**src/drs_pkg.sv**
```systemverilog
// package: constants, address map and types of the dual radio reset sequencer
`default_nettype none
package drs_pkg;
  // ==========================================================
  // timing
  localparam int CLK_PERIOD_NS = 25;
  localparam int RST_PULSE_NS = 1000;
  localparam int POWERUP_NS = 2000;
  localparam int CHIP_RESET_NS = 1000;
  localparam int TRX_RESET_NS = 500;
  // all are least times, so round up to whole cycles
  localparam int RST_PULSE_CYC = (RST_PULSE_NS + CLK_PERIOD_NS - 1) / CLK_PERIOD_NS;
  localparam int POWERUP_CYC = (POWERUP_NS + CLK_PERIOD_NS - 1) / CLK_PERIOD_NS;
  localparam int CHIP_RESET_CYC = (CHIP_RESET_NS + CLK_PERIOD_NS - 1) / CLK_PERIOD_NS;
  localparam int TRX_RESET_CYC = (TRX_RESET_NS + CLK_PERIOD_NS - 1) / CLK_PERIOD_NS;
  localparam int CNT_W = 16;

  // ==========================================================
  // address map (14-bit control port address space)
  localparam logic [13:0] ADDR_CHIP_RESET = 14'h0005;
  localparam logic [13:0] ADDR_CFG = 14'h0006;
  localparam logic [13:0] ADDR_CLOCK_OUT_PIN = 14'h0007;
  localparam logic [13:0] ADDR_IQ_A = 14'h000A;
  localparam logic [13:0] ADDR_IQ_B = 14'h000B;
  localparam logic [5:0] TRX_PAGE0 = 6'h01;
  localparam logic [7:0] TRX_OFS_IRQ = 8'h00;
  localparam logic [7:0] TRX_OFS_CMD = 8'h02;
  localparam logic [3:0] TRX_BANK_NIB = 4'h1;
  localparam int TRX_BANK_DEPTH = 16;
  localparam int TRX_BANK_AW = 4;

  // ==========================================================
  // fields and reset values
  localparam int CMD_MSB = 2;
  localparam logic [2:0] CHIP_RESET_CODE = 3'h7;
  localparam logic [2:0] CHIP_RESET_INIT = 3'h0;
  localparam logic [7:0] CFG_INIT = 8'h09;
  localparam int CFG_IRQ_POLARITY_BIT_BIT = 2;
  localparam logic [7:0] CLOCK_OUT_PIN_INIT = 8'h01;
  localparam int CLOCK_OUT_PIN_RATE_MSB = 2;
  localparam logic [7:0] IQ_INIT = 8'h00;
  localparam logic [7:0] RADIO_CMD_RESET = 8'h07;
  localparam logic [7:0] RADIO_CMD_INIT = 8'h00;
  localparam logic [7:0] BANK_INIT = 8'h00;
  localparam int SPI_MODE_WR_BIT = 15;
  localparam int SPI_MODE_RSV_BIT = 14;
  // synchroniser idle levels: {supply_ok, ext_reset_n, sclk, seln_n, mosi}
  localparam logic [4:0] SYNC_INIT = 5'h0A;
  localparam int GRP_COMMON = 0;
  localparam int GRP_IQ = 1;
  localparam int GRP_TRX0 = 2;

  typedef enum logic [3:0] {
    SEQ_OFF = 4'b0001,
    SEQ_POWERUP = 4'b0010,
    SEQ_RESET = 4'b0100,
    SEQ_IDLE = 4'b1000
  } drs_seq_t;
endpackage
`default_nettype wire

```
**src/drs_reg_bank.sv**
```systemverilog
// module: per-transceiver register bank with group clear and registered read
`default_nettype none
module drs_reg_bank
  import drs_pkg::*;
#(
  parameter int DEPTH = 16,
  parameter int AW = 4,
  parameter int DW = 8
) (
  input wire logic mclk_i,
  input wire logic rst_i,
  input wire logic clear_i,
  input wire logic wr_en_i,
  input wire logic [AW-1:0] wr_addr_i,
  input wire logic [DW-1:0] wr_data_i,
  input wire logic [AW-1:0] rd_addr_i,
  output logic [DW-1:0] rd_data_o
);

  logic [DW-1:0] mem [DEPTH];

  // ==========================================================
  // storage: clear beats a write in the same cycle
  always_ff @(posedge mclk_i or posedge rst_i) begin
    if (rst_i) begin
      for (int i = 0; i < DEPTH; i++) begin
        mem[i] <= DW'(BANK_INIT);
      end
    end else if (clear_i) begin
      for (int i = 0; i < DEPTH; i++) begin
        mem[i] <= DW'(BANK_INIT);
      end
    end else if (wr_en_i) begin
      mem[wr_addr_i] <= wr_data_i;
    end
  end

  always_ff @(posedge mclk_i or posedge rst_i) begin
    if (rst_i) begin
      rd_data_o <= '0;
    end else begin
      rd_data_o <= mem[rd_addr_i];
    end
  end
endmodule
`default_nettype wire

```
**src/drs_sequencer.sv**
```systemverilog
// module: reset, power-up and wake sequencing with control port register access
`default_nettype none

// Notes on behaviour
// - Low pulse on ext_reset_n of at least minimum width starts chip reset at release.
// - Writing 0x07 to the chip reset command field starts chip reset.
// - Chip reset returns both radios, basebands and every register to defaults.
// - Chip reset passes through an internal reset state, then lands in idle.
// - Chip reset completion raises wake_done_flag for both transceivers.
// - Transceiver reset command clears only that transceiver; common registers stay.
// - Transceiver reset ends in idle with wake_done_flag for that transceiver only.
// - Register groups are cleared per reset source, including both sleep kinds.
// - Supply dropping out and returning causes a full power-on reset.
// - Power-up enables oscillator and regulator, clock out at default rate, defaults.
// - Control port is ignored until the idle state is reached.
// - Reaching idle after power-up sets both wake flags and drives interrupt high.
// - Chip reset register at 0x0005: bits 7..3 read zero, bits 2..0 read-write.
// - One interrupt output serves both transceivers; host reads status to find cause.
// - Command field values 0 to 6 have no effect; only 7 resets.
// - After a chip reset or power-on reset the interrupt polarity defaults to active high.
module drs_sequencer
  import drs_pkg::*;
#(
  parameter int RST_PULSE_CYCLES = RST_PULSE_CYC,
  parameter int POWERUP_CYCLES = POWERUP_CYC,
  parameter int CHIP_RESET_CYCLES = CHIP_RESET_CYC,
  parameter int TRX_RESET_CYCLES = TRX_RESET_CYC
) (
  input wire logic mclk_i,
  input wire logic rst_i,
  input wire logic supply_ok_i,
  input wire logic ext_reset_n_i,
  input wire logic sclk_i,
  input wire logic seln_n_i,
  input wire logic mosi_i,
  input wire logic deep_sleep_i,
  input wire logic [1:0] trx_sleep_i,
  output logic miso_o,
  output logic miso_oe_n_o,
  output logic irq_o,
  output logic osc_en_o,
  output logic dreg_en_o,
  output logic clock_out_en_o,
  output logic [2:0] clock_out_rate_o,
  output logic [1:0] radio_idle_o,
  output logic [3:0] group_clear_o,
  output logic [7:0] iq_link_config_a_o,
  output logic [7:0] iq_link_config_b_o
);

  // ==========================================================
  // input synchronisers
  logic [4:0] sync_a;
  logic [4:0] sync_b;
  logic sclk_prev;
  logic pin_prev;

  always_ff @(posedge mclk_i or posedge rst_i) begin
    if (rst_i) begin
      sync_a <= SYNC_INIT;
      sync_b <= SYNC_INIT;
      sclk_prev <= 1'b0;
      pin_prev <= 1'b1;
    end else begin
      sync_a <= {supply_ok_i, ext_reset_n_i, sclk_i, seln_n_i, mosi_i};
      sync_b <= sync_a;
      sclk_prev <= sync_b[2];
      pin_prev <= sync_b[3];
    end
  end

  wire sup_ok = sync_b[4];
  wire pin_n = sync_b[3];
  wire sclk_s = sync_b[2];
  wire seln_s = sync_b[1];
  wire mosi_s = sync_b[0];
  wire sclk_rise = sclk_s & ~sclk_prev;
  wire sclk_fall = ~sclk_s & sclk_prev;

  // ==========================================================
  // reset pin pulse width check
  logic [CNT_W-1:0] pin_low_cnt;
  wire pin_full = (pin_low_cnt == CNT_W'(RST_PULSE_CYCLES));
  wire pin_trig = pin_n & ~pin_prev & pin_full;

  always_ff @(posedge mclk_i or posedge rst_i) begin
    if (rst_i) begin
      pin_low_cnt <= '0;
    end else if (pin_n) begin
      pin_low_cnt <= pin_prev ? '0 : pin_low_cnt;
    end else if (!pin_full) begin
      pin_low_cnt <= pin_low_cnt + 1'b1;
    end
  end

  // ==========================================================
  // chip sequencer
  drs_seq_t state;
  drs_seq_t next_state;
  logic [CNT_W-1:0] seq_cnt;
  logic [CNT_W-1:0] next_cnt;
  logic wr_stb;
  logic cmd_trig;
  wire chip_trig = pin_trig | cmd_trig;
  wire pow_end = (seq_cnt == CNT_W'(POWERUP_CYCLES - 1));
  wire rst_end = (seq_cnt == CNT_W'(CHIP_RESET_CYCLES - 1));
  wire seq_idle = (state == SEQ_IDLE);
  wire seq_done = ~seq_idle & (next_state == SEQ_IDLE);
  wire chip_clear = ~seq_idle;

  always_comb begin
    next_state = state;
    next_cnt = seq_cnt + 1'b1;
    case (state)
      SEQ_OFF: begin
        next_cnt = '0;
        if (sup_ok) begin
          next_state = SEQ_POWERUP;
        end
      end
      SEQ_POWERUP: begin
        if (pow_end) begin
          next_state = SEQ_IDLE;
          next_cnt = '0;
        end
      end
      SEQ_RESET: begin
        if (chip_trig) begin
          next_cnt = '0;
        end else if (rst_end) begin
          next_state = SEQ_IDLE;
          next_cnt = '0;
        end
      end
      SEQ_IDLE: begin
        next_cnt = '0;
        if (chip_trig) begin
          next_state = SEQ_RESET;
        end
      end
      default: begin
        next_state = SEQ_OFF;
        next_cnt = '0;
      end
    endcase
    if (!sup_ok) begin
      next_state = SEQ_OFF;
      next_cnt = '0;
    end
  end

  always_ff @(posedge mclk_i or posedge rst_i) begin
    if (rst_i) begin
      state <= SEQ_OFF;
      seq_cnt <= '0;
    end else begin
      state <= next_state;
      seq_cnt <= next_cnt;
    end
  end

  // ==========================================================
  // control port: byte-wise, two command bytes, then data with address increment
  logic [3:0] bit_cnt;
  logic cmd_done;
  logic mode_wr;
  logic mode_ok;
  logic [15:0] rx_shift;
  logic [13:0] acc_addr;
  logic rd_stb;
  logic load_pending;
  logic [6:0] tx_shift;
  wire spi_active = ~seln_s & seq_idle;
  wire [15:0] rx_word = {rx_shift[14:0], mosi_s};
  wire cmd_end = spi_active & sclk_rise & ~cmd_done & (bit_cnt == 4'hF);
  wire data_end = spi_active & sclk_rise & cmd_done & (bit_cnt[2:0] == 3'h7);
  wire word_ok = ~rx_word[SPI_MODE_RSV_BIT];
  assign wr_stb = data_end & mode_wr & mode_ok;
  wire [7:0] wr_data = rx_word[7:0];
  wire tx_load = spi_active & sclk_fall & load_pending;

  always_ff @(posedge mclk_i or posedge rst_i) begin
    if (rst_i) begin
      bit_cnt <= '0;
      cmd_done <= 1'b0;
      mode_wr <= 1'b0;
      mode_ok <= 1'b0;
      rx_shift <= '0;
      acc_addr <= '0;
    end else if (!spi_active) begin
      bit_cnt <= '0;
      cmd_done <= 1'b0;
    end else if (sclk_rise) begin
      rx_shift <= rx_word;
      bit_cnt <= bit_cnt + 1'b1;
      if (cmd_end) begin
        cmd_done <= 1'b1;
        mode_wr <= rx_word[SPI_MODE_WR_BIT];
        mode_ok <= word_ok;
        acc_addr <= rx_word[13:0];
      end else if (data_end) begin
        acc_addr <= acc_addr + 1'b1;
      end
    end
  end

  // the bank reads acc_addr every cycle, so data are ready one cycle after rd_stb
  always_ff @(posedge mclk_i or posedge rst_i) begin
    if (rst_i) begin
      rd_stb <= 1'b0;
      load_pending <= 1'b0;
    end else begin
      rd_stb <= (cmd_end & ~rx_word[SPI_MODE_WR_BIT] & word_ok) |
                (data_end & ~mode_wr & mode_ok);
      if (!spi_active || tx_load) begin
        load_pending <= 1'b0;
      end else if (rd_stb) begin
        load_pending <= 1'b1;
      end
    end
  end

  // ==========================================================
  // address decode
  function automatic logic in_bank(input logic [7:0] ofs);
    in_bank = (ofs[7:4] == TRX_BANK_NIB);
  endfunction

  wire hit_rst = (acc_addr == ADDR_CHIP_RESET);
  wire hit_cfg = (acc_addr == ADDR_CFG);
  wire hit_clock_out_pin = (acc_addr == ADDR_CLOCK_OUT_PIN);
  wire hit_iqa = (acc_addr == ADDR_IQ_A);
  wire hit_iqb = (acc_addr == ADDR_IQ_B);
  assign cmd_trig = wr_stb & hit_rst & (wr_data[CMD_MSB:0] == CHIP_RESET_CODE);

  // ==========================================================
  // common and I/Q registers
  logic [2:0] chip_rst_cmd;
  logic [7:0] cfg;
  logic [7:0] clock_out_pin_cfg;
  wire clr_common = chip_clear;
  wire clr_iq = chip_clear | deep_sleep_i;

  always_ff @(posedge mclk_i or posedge rst_i) begin
    if (rst_i) begin
      chip_rst_cmd <= CHIP_RESET_INIT;
      cfg <= CFG_INIT;
      clock_out_pin_cfg <= CLOCK_OUT_PIN_INIT;
    end else if (clr_common) begin
      chip_rst_cmd <= CHIP_RESET_INIT;
      cfg <= CFG_INIT;
      clock_out_pin_cfg <= CLOCK_OUT_PIN_INIT;
    end else if (wr_stb) begin
      if (hit_rst) begin
        chip_rst_cmd <= wr_data[CMD_MSB:0];
      end
      if (hit_cfg) begin
        cfg <= {4'h0, wr_data[3:0]};
      end
      if (hit_clock_out_pin) begin
        clock_out_pin_cfg <= wr_data;
      end
    end
  end

  always_ff @(posedge mclk_i or posedge rst_i) begin
    if (rst_i) begin
      iq_link_config_a_o <= IQ_INIT;
      iq_link_config_b_o <= IQ_INIT;
    end else if (clr_iq) begin
      iq_link_config_a_o <= IQ_INIT;
      iq_link_config_b_o <= IQ_INIT;
    end else if (wr_stb && hit_iqa) begin
      iq_link_config_a_o <= wr_data;
    end else if (wr_stb && hit_iqb) begin
      iq_link_config_b_o <= wr_data;
    end
  end

  // ==========================================================
  // per-transceiver reset, status flag and register group
  logic [1:0] trx_busy;
  logic [1:0] wake_flag;
  logic [1:0] clr_trx;
  logic [7:0] trx_rd [2];

  for (genvar n = 0; n < 2; n++) begin : g_trx
    logic [CNT_W-1:0] trx_cnt;
    logic [7:0] radio_cmd;
    logic [7:0] bank_rd;
    wire sel = (acc_addr[13:8] == TRX_PAGE0 + 6'(n));
    wire hit_irq = sel & (acc_addr[7:0] == TRX_OFS_IRQ);
    wire hit_cmd = sel & (acc_addr[7:0] == TRX_OFS_CMD);
    wire hit_bank = sel & in_bank(acc_addr[7:0]);
    wire trx_trig = wr_stb & hit_cmd & (wr_data == RADIO_CMD_RESET);
    wire trx_done = trx_busy[n] & (trx_cnt == CNT_W'(TRX_RESET_CYCLES - 1));
    wire wake_set = seq_done | trx_done;
    wire rd_clear = tx_load & hit_irq;
    assign clr_trx[n] = chip_clear | deep_sleep_i | trx_sleep_i[n] | trx_busy[n];

    always_ff @(posedge mclk_i or posedge rst_i) begin
      if (rst_i) begin
        trx_busy[n] <= 1'b0;
        trx_cnt <= '0;
      end else if (chip_clear) begin
        trx_busy[n] <= 1'b0;
        trx_cnt <= '0;
      end else if (trx_trig) begin
        trx_busy[n] <= 1'b1;
        trx_cnt <= '0;
      end else if (trx_done) begin
        trx_busy[n] <= 1'b0;
      end else if (trx_busy[n]) begin
        trx_cnt <= trx_cnt + 1'b1;
      end
    end

    // set wins over both the group clear and the clear on read
    always_ff @(posedge mclk_i or posedge rst_i) begin
      if (rst_i) begin
        wake_flag[n] <= 1'b0;
      end else if (wake_set) begin
        wake_flag[n] <= 1'b1;
      end else if (clr_trx[n] || rd_clear) begin
        wake_flag[n] <= 1'b0;
      end
    end

    // the reset code is stored, then wiped by the clear that it starts
    always_ff @(posedge mclk_i or posedge rst_i) begin
      if (rst_i) begin
        radio_cmd <= RADIO_CMD_INIT;
      end else if (clr_trx[n]) begin
        radio_cmd <= RADIO_CMD_INIT;
      end else if (wr_stb && hit_cmd) begin
        radio_cmd <= wr_data;
      end
    end

    drs_reg_bank #(
      .DEPTH(TRX_BANK_DEPTH),
      .AW(TRX_BANK_AW),
      .DW(8)
    ) u_bank (
      .mclk_i(mclk_i),
      .rst_i(rst_i),
      .clear_i(clr_trx[n]),
      .wr_en_i(wr_stb & hit_bank),
      .wr_addr_i(acc_addr[TRX_BANK_AW-1:0]),
      .wr_data_i(wr_data),
      .rd_addr_i(acc_addr[TRX_BANK_AW-1:0]),
      .rd_data_o(bank_rd)
    );

    assign trx_rd[n] = ({8{hit_irq}} & {7'h00, wake_flag[n]}) |
                       ({8{hit_cmd}} & radio_cmd) |
                       ({8{hit_bank}} & bank_rd);
  end

  // ==========================================================
  // read data select; unmapped addresses read as zero
  wire [7:0] rd_word = ({8{hit_rst}} & {5'h00, chip_rst_cmd}) |
                       ({8{hit_cfg}} & cfg) |
                       ({8{hit_clock_out_pin}} & clock_out_pin_cfg) |
                       ({8{hit_iqa}} & iq_link_config_a_o) |
                       ({8{hit_iqb}} & iq_link_config_b_o) |
                       trx_rd[0] | trx_rd[1];

  // while selected, miso changes only on the falling edge of sclk, msb first; deselected it is held low
  always_ff @(posedge mclk_i or posedge rst_i) begin
    if (rst_i) begin
      miso_o <= 1'b0;
      tx_shift <= '0;
      miso_oe_n_o <= 1'b1;
    end else begin
      miso_oe_n_o <= ~spi_active;
      if (!spi_active) begin
        miso_o <= 1'b0;
        tx_shift <= '0;
      end else if (tx_load) begin
        miso_o <= rd_word[7];
        tx_shift <= rd_word[6:0];
      end else if (sclk_fall) begin
        miso_o <= tx_shift[6];
        tx_shift <= {tx_shift[5:0], 1'b0};
      end
    end
  end

  // ==========================================================
  // chip level outputs
  wire powered = (state != SEQ_OFF);
  wire irq_any = |wake_flag;

  always_ff @(posedge mclk_i or posedge rst_i) begin
    if (rst_i) begin
      irq_o <= 1'b0;
      osc_en_o <= 1'b0;
      dreg_en_o <= 1'b0;
      clock_out_en_o <= 1'b0;
      clock_out_rate_o <= '0;
      radio_idle_o <= '0;
      group_clear_o <= 4'hF;
    end else begin
      irq_o <= powered & (irq_any ^ cfg[CFG_IRQ_POLARITY_BIT_BIT]);
      osc_en_o <= powered;
      dreg_en_o <= powered;
      clock_out_en_o <= powered & (clock_out_pin_cfg[CLOCK_OUT_PIN_RATE_MSB:0] != 3'h0);
      clock_out_rate_o <= clock_out_pin_cfg[CLOCK_OUT_PIN_RATE_MSB:0];
      radio_idle_o <= {2{seq_idle}} & ~trx_busy;
      group_clear_o[GRP_COMMON] <= clr_common;
      group_clear_o[GRP_IQ] <= clr_iq;
      group_clear_o[GRP_TRX0 +: 2] <= clr_trx;
    end
  end
endmodule
`default_nettype wire

```
**config.mk**
```make
export PLATFORM = sky130hd
export DESIGN_NAME = drs_sequencer
export DESIGN_NICKNAME = d
export VERILOG_FILES = /design/src/drs_pkg.sv /design/src/drs_reg_bank.sv /design/src/drs_sequencer.sv
export SDC_FILE = /design/constraint.sdc
export NUM_CORES = 1
export LEC_CHECK = 0
export BUFFER_PORTS_ARGS = -buffer_cell sky130_fd_sc_hd__buf_2
export CELL_PAD_IN_SITES_DETAIL_PLACEMENT = 1
export CELL_PAD_IN_SITES_GLOBAL_PLACEMENT = 1
export CORE_MARGIN = 5
export CORE_UTILIZATION = 35
export CTS_BUF_LIST = sky130_fd_sc_hd__clkbuf_4 sky130_fd_sc_hd__clkbuf_8 sky130_fd_sc_hd__clkbuf_16
export DETAILED_ROUTE_END_ITERATION = 10
export PLACE_DENSITY = 0.58
export RECOVER_POWER = 50
export SLEW_MARGIN = 20
export SYNTH_ARGS = -nofsm -noshare
export SYNTH_HDL_FRONTEND = slang
export SYNTH_SLANG_ARGS = --single-unit
export TNS_END_PERCENT = 5
```
**constraint.sdc**
```tcl
create_clock -name mclk_i -period 21.2 [get_ports mclk_i]
set_input_delay 1.06 -clock mclk_i [delete_from_list [all_inputs] [get_ports mclk_i]]
set_output_delay 1.06 -clock mclk_i [all_outputs]
set_load 0.01 [all_outputs]
```
==> impl_results.md <==
* Setup Skew at 0.0248 ns
* Crit path capture type: asynchronous set/reset pin
* Clock sinks at 462
* Worst hold path depth at 0
* Period utilization at 48.4%
* Starting Density at 35.4%
* Post_cts resized at 0
* Vias in the first global route at 16600
* Final Hold Fails at 0
* P_leak at 0.0112 uW
* Net Switching at 436 uW
* Number of antenna violations at the first check in global routing at 0
* Setup bufs post-CTS at 0
* Post-Syn Area at 21900 um^2
* Yosys warns at 0
* Leading area contributor after synthesis: dfrtp_1
* Antenna cells at 0
* DRT iter0 DRCs at 846
* Post-DP HPWL at 40.6 mm
* Area of the multi-input gates at 9660 um^2
* Layout cells sized above 1 at 13.8%
* Met2 Resource Use GR at 31.9%
* Place WS at 17.04 ns
* Hold Path Class: reg2reg
* Sequential share of power at 46.1%
* First-pass GRT wire length at 103 mm
* Overflow after GRT at 0
* Pwr dens at 79.3 nW/um^2
* Synth cell types at 76
* Worst rel slew slack at -234%
* Vias per cell at 5.52
* Minimum clock period at 10.26 ns
* Pint at 1520 uW
* Main synth FF type: dfrtp_1
* CTS Buf Count at 52
* Slack of the critical path at 10.94 ns
* CTS hold repair buffers at 0
* Setup crit start kind: input pin
* Clock transition at path regs at 0.06 ns
* CP required at 21.01 ns
* Top-area cell type share of the netlist area at 51.2%
* Sequential element share of the synthesized area at 52.8%
* Fmax at 97.5 MHz
* Remaining DRCs at 0
* GRT met3 Usage at 3.25%
* Row count at 91
* Core Util, Final at 39.9%
* CP max stage delay at 2.87 ns
* CP most frequent cell: clkbuf_1
* IO buf count at 40
* Worst slew pin tran at 4.99 ns
* GPL Wtd Cong at 0.802
* Syn avg cell area at 11.3 um^2
* Clk pwr share at 50.9%
* Top cells by area, synth: dfrtp_1 (51%), mux2i_1 (8.9%), mux4_2 (8.2%)
* Setup TNS Final at 0 ns
* Fillers at 6671
* Root buf cell: clkbuf_16
* Post-synthesis async set-or-reset flop share at 100%
* Vias at 15500
* Pin count of the biggest net entering global routing at 108
* All-layer global routing usage at 19.4%
* Number of synthesized flops with an enable pin at 0
* Setup CP Type: in2async
* Post-route cell area at 24700 um^2
* DR pass1 iterations at 5
* Placed Area at 22800 um^2
* Crit path max fanout at 107
* Synth Register Bits at 462
* Post-route ant nets at 0
* Critical path's slowest cell: clkbuf_1
* Die area at 67700 um^2
* GR peak layer: met2
* Status: finished with violations
* Post-Route WL at 65.6 mm
* Post-synth net total at 1967
* Top-count cell post-synth: dfrtp_1
* CTS tree: built
* Post-Synthesis Cells at 1946
* Clk_lat worst skew at 0.61 ns
* Clock H-tree levels at 2
* Max-slew violations at 505
* Longest Clk Path Bufs at 3
* Sw frac at 22.3%
* Combinational share of power at 2.9%
* Reg2reg path depth at 3
* Area growth from synthesis to layout at 12.6%
* Chip width at 260 um
* RSZ-0062 raised after global routing: false
* Final setup viols at 0
* Storage element area at 11600 um^2
* Detailed-route wire length per cell at 23.4 um
* Cell breakdown of the critical path: clkbuf_1 -> clkinvlp_2 -> clkbuf_1 -> clkbuf_1 -> clkbuf_1
* Die Span Y at 260 um
* GRT met1 Usage at 27.2%
* Max cap viols at 7
* VDD IR max at 54.0 uV
* IO Pins at 41
* Top post-synthesis cells by count: dfrtp_1 (448), nor2_1 (276), mux2i_1 (194), nand2_1 (137), nand3_1 (116)
* Arr. time, crit path at 10.07 ns
* Failing checks: max-capacitance violations, max-slew violations
* Design Power at 1960 uW
* Core ar. at 61800 um^2
* # nets final at 1947
## final timing paths
path | from | endpoint | slack [ns]
max in group mclk_i | acc_addr[1]$_DFFE_PP0P_ | g_trx[1].u_bank.rd_data_o[3]$_DFF_PP0_ | 15.89
max reg2reg | acc_addr[1]$_DFFE_PP0P_ | g_trx[1].u_bank.rd_data_o[3]$_DFF_PP0_ | 15.89
min in group asynchronous | rst_i | g_trx[0].u_bank.mem[42]$_DFFE_PP0P_ | 1.99
max | rst_i | g_trx[0].trx_cnt[8]$_DFFE_PP0P_ | 10.94
min reg2reg | sync_a[1]$_DFF_PP1_ | sync_b[1]$_DFF_PP1_ | 0.36
min | sync_a[1]$_DFF_PP1_ | sync_b[1]$_DFF_PP1_ | 0.36
## critical path, delay by kind of cell
kind     cells  cell delay, ns
buf+inv      5            8.81
## layout by cell type (no fill, tap or decap), drive strengths merged, types with 21 or more instances in the layout
master,instances
xnor2,21
a21oi,39
clkbuf,115
nand2,137
dfrtp,448
o21ai,115
mux4,80
nand3,125
xor2,36
nor2,276
buf,35
mux2i,194
inv,23
nand4,46
## sequential cells by signal, indices dropped and copies added (netlist names), 4 cells and up
name	count
g_trx.trx_cnt	32
bit_cnt	4
tx_shift	7
state	4
rx_shift	15
pin_low_cnt	16
g_trx.radio_cmd	16
iq_link_config_a_o	8
g_trx.u_bank.rd_data_o	16
group_clear_o	4
sync_a	5
acc_addr	14
cfg	4
g_trx.u_bank.mem	256
sync_b	5
clock_out_pin_cfg	8
iq_link_config_b_o	8
seq_cnt	16
## routing by layer
metal	vias up	wire length (um)
met5	-	0
met4	0	1400
met3	83	2610
met2	263	31300
met1	8209	30300
li1	6940	-
## logic make-up after synthesis
family,count (synthesis),synth area share [%]
AO/OA/AOI/OAI,234,6.57
XOR/XNOR,57,2.28
adder cells (fa/ha/maj),11,0.628
buffers and inverters,171,3.17
flip-flops,462,52.8
multiplexers,289,17.9
AND/OR/NAND/NOR,722,16.7
## power groups by stage
stage          logic [uW]  registers (uW)  clock network, uW
3_3_place_gp         59.6             919                  0
5_1_grt              65.3             904               1060
3_5_place_dp         60.6             919                  0
2_1_floorplan        43.4             915                  0
4_1_cts              61.0             903               1020
6_report             57.2             902                996
## stage by stage
step / instances / hold WS (ns)
3_5_place_dp: 2708 / 0.336
3_3_place_gp: 2708 / 0.339
4_1_cts: 2805 / 0.361
5_1_grt: 2806 / 0.364
2_1_floorplan: 1946 / 0.331
6_report: 2806 / 0.360
## area by class of cell
cell class              count  share of cell area (%)
flip-flops and latches    462                    46.9
inverters                  22                   0.345
well taps                 837                    4.24
multi-input cells        1313                    39.1
repair buffers             75                    1.59
clock inverters            22                    1.41
clock buffers              75                    6.33
Power figures use the tool's default switching activity.
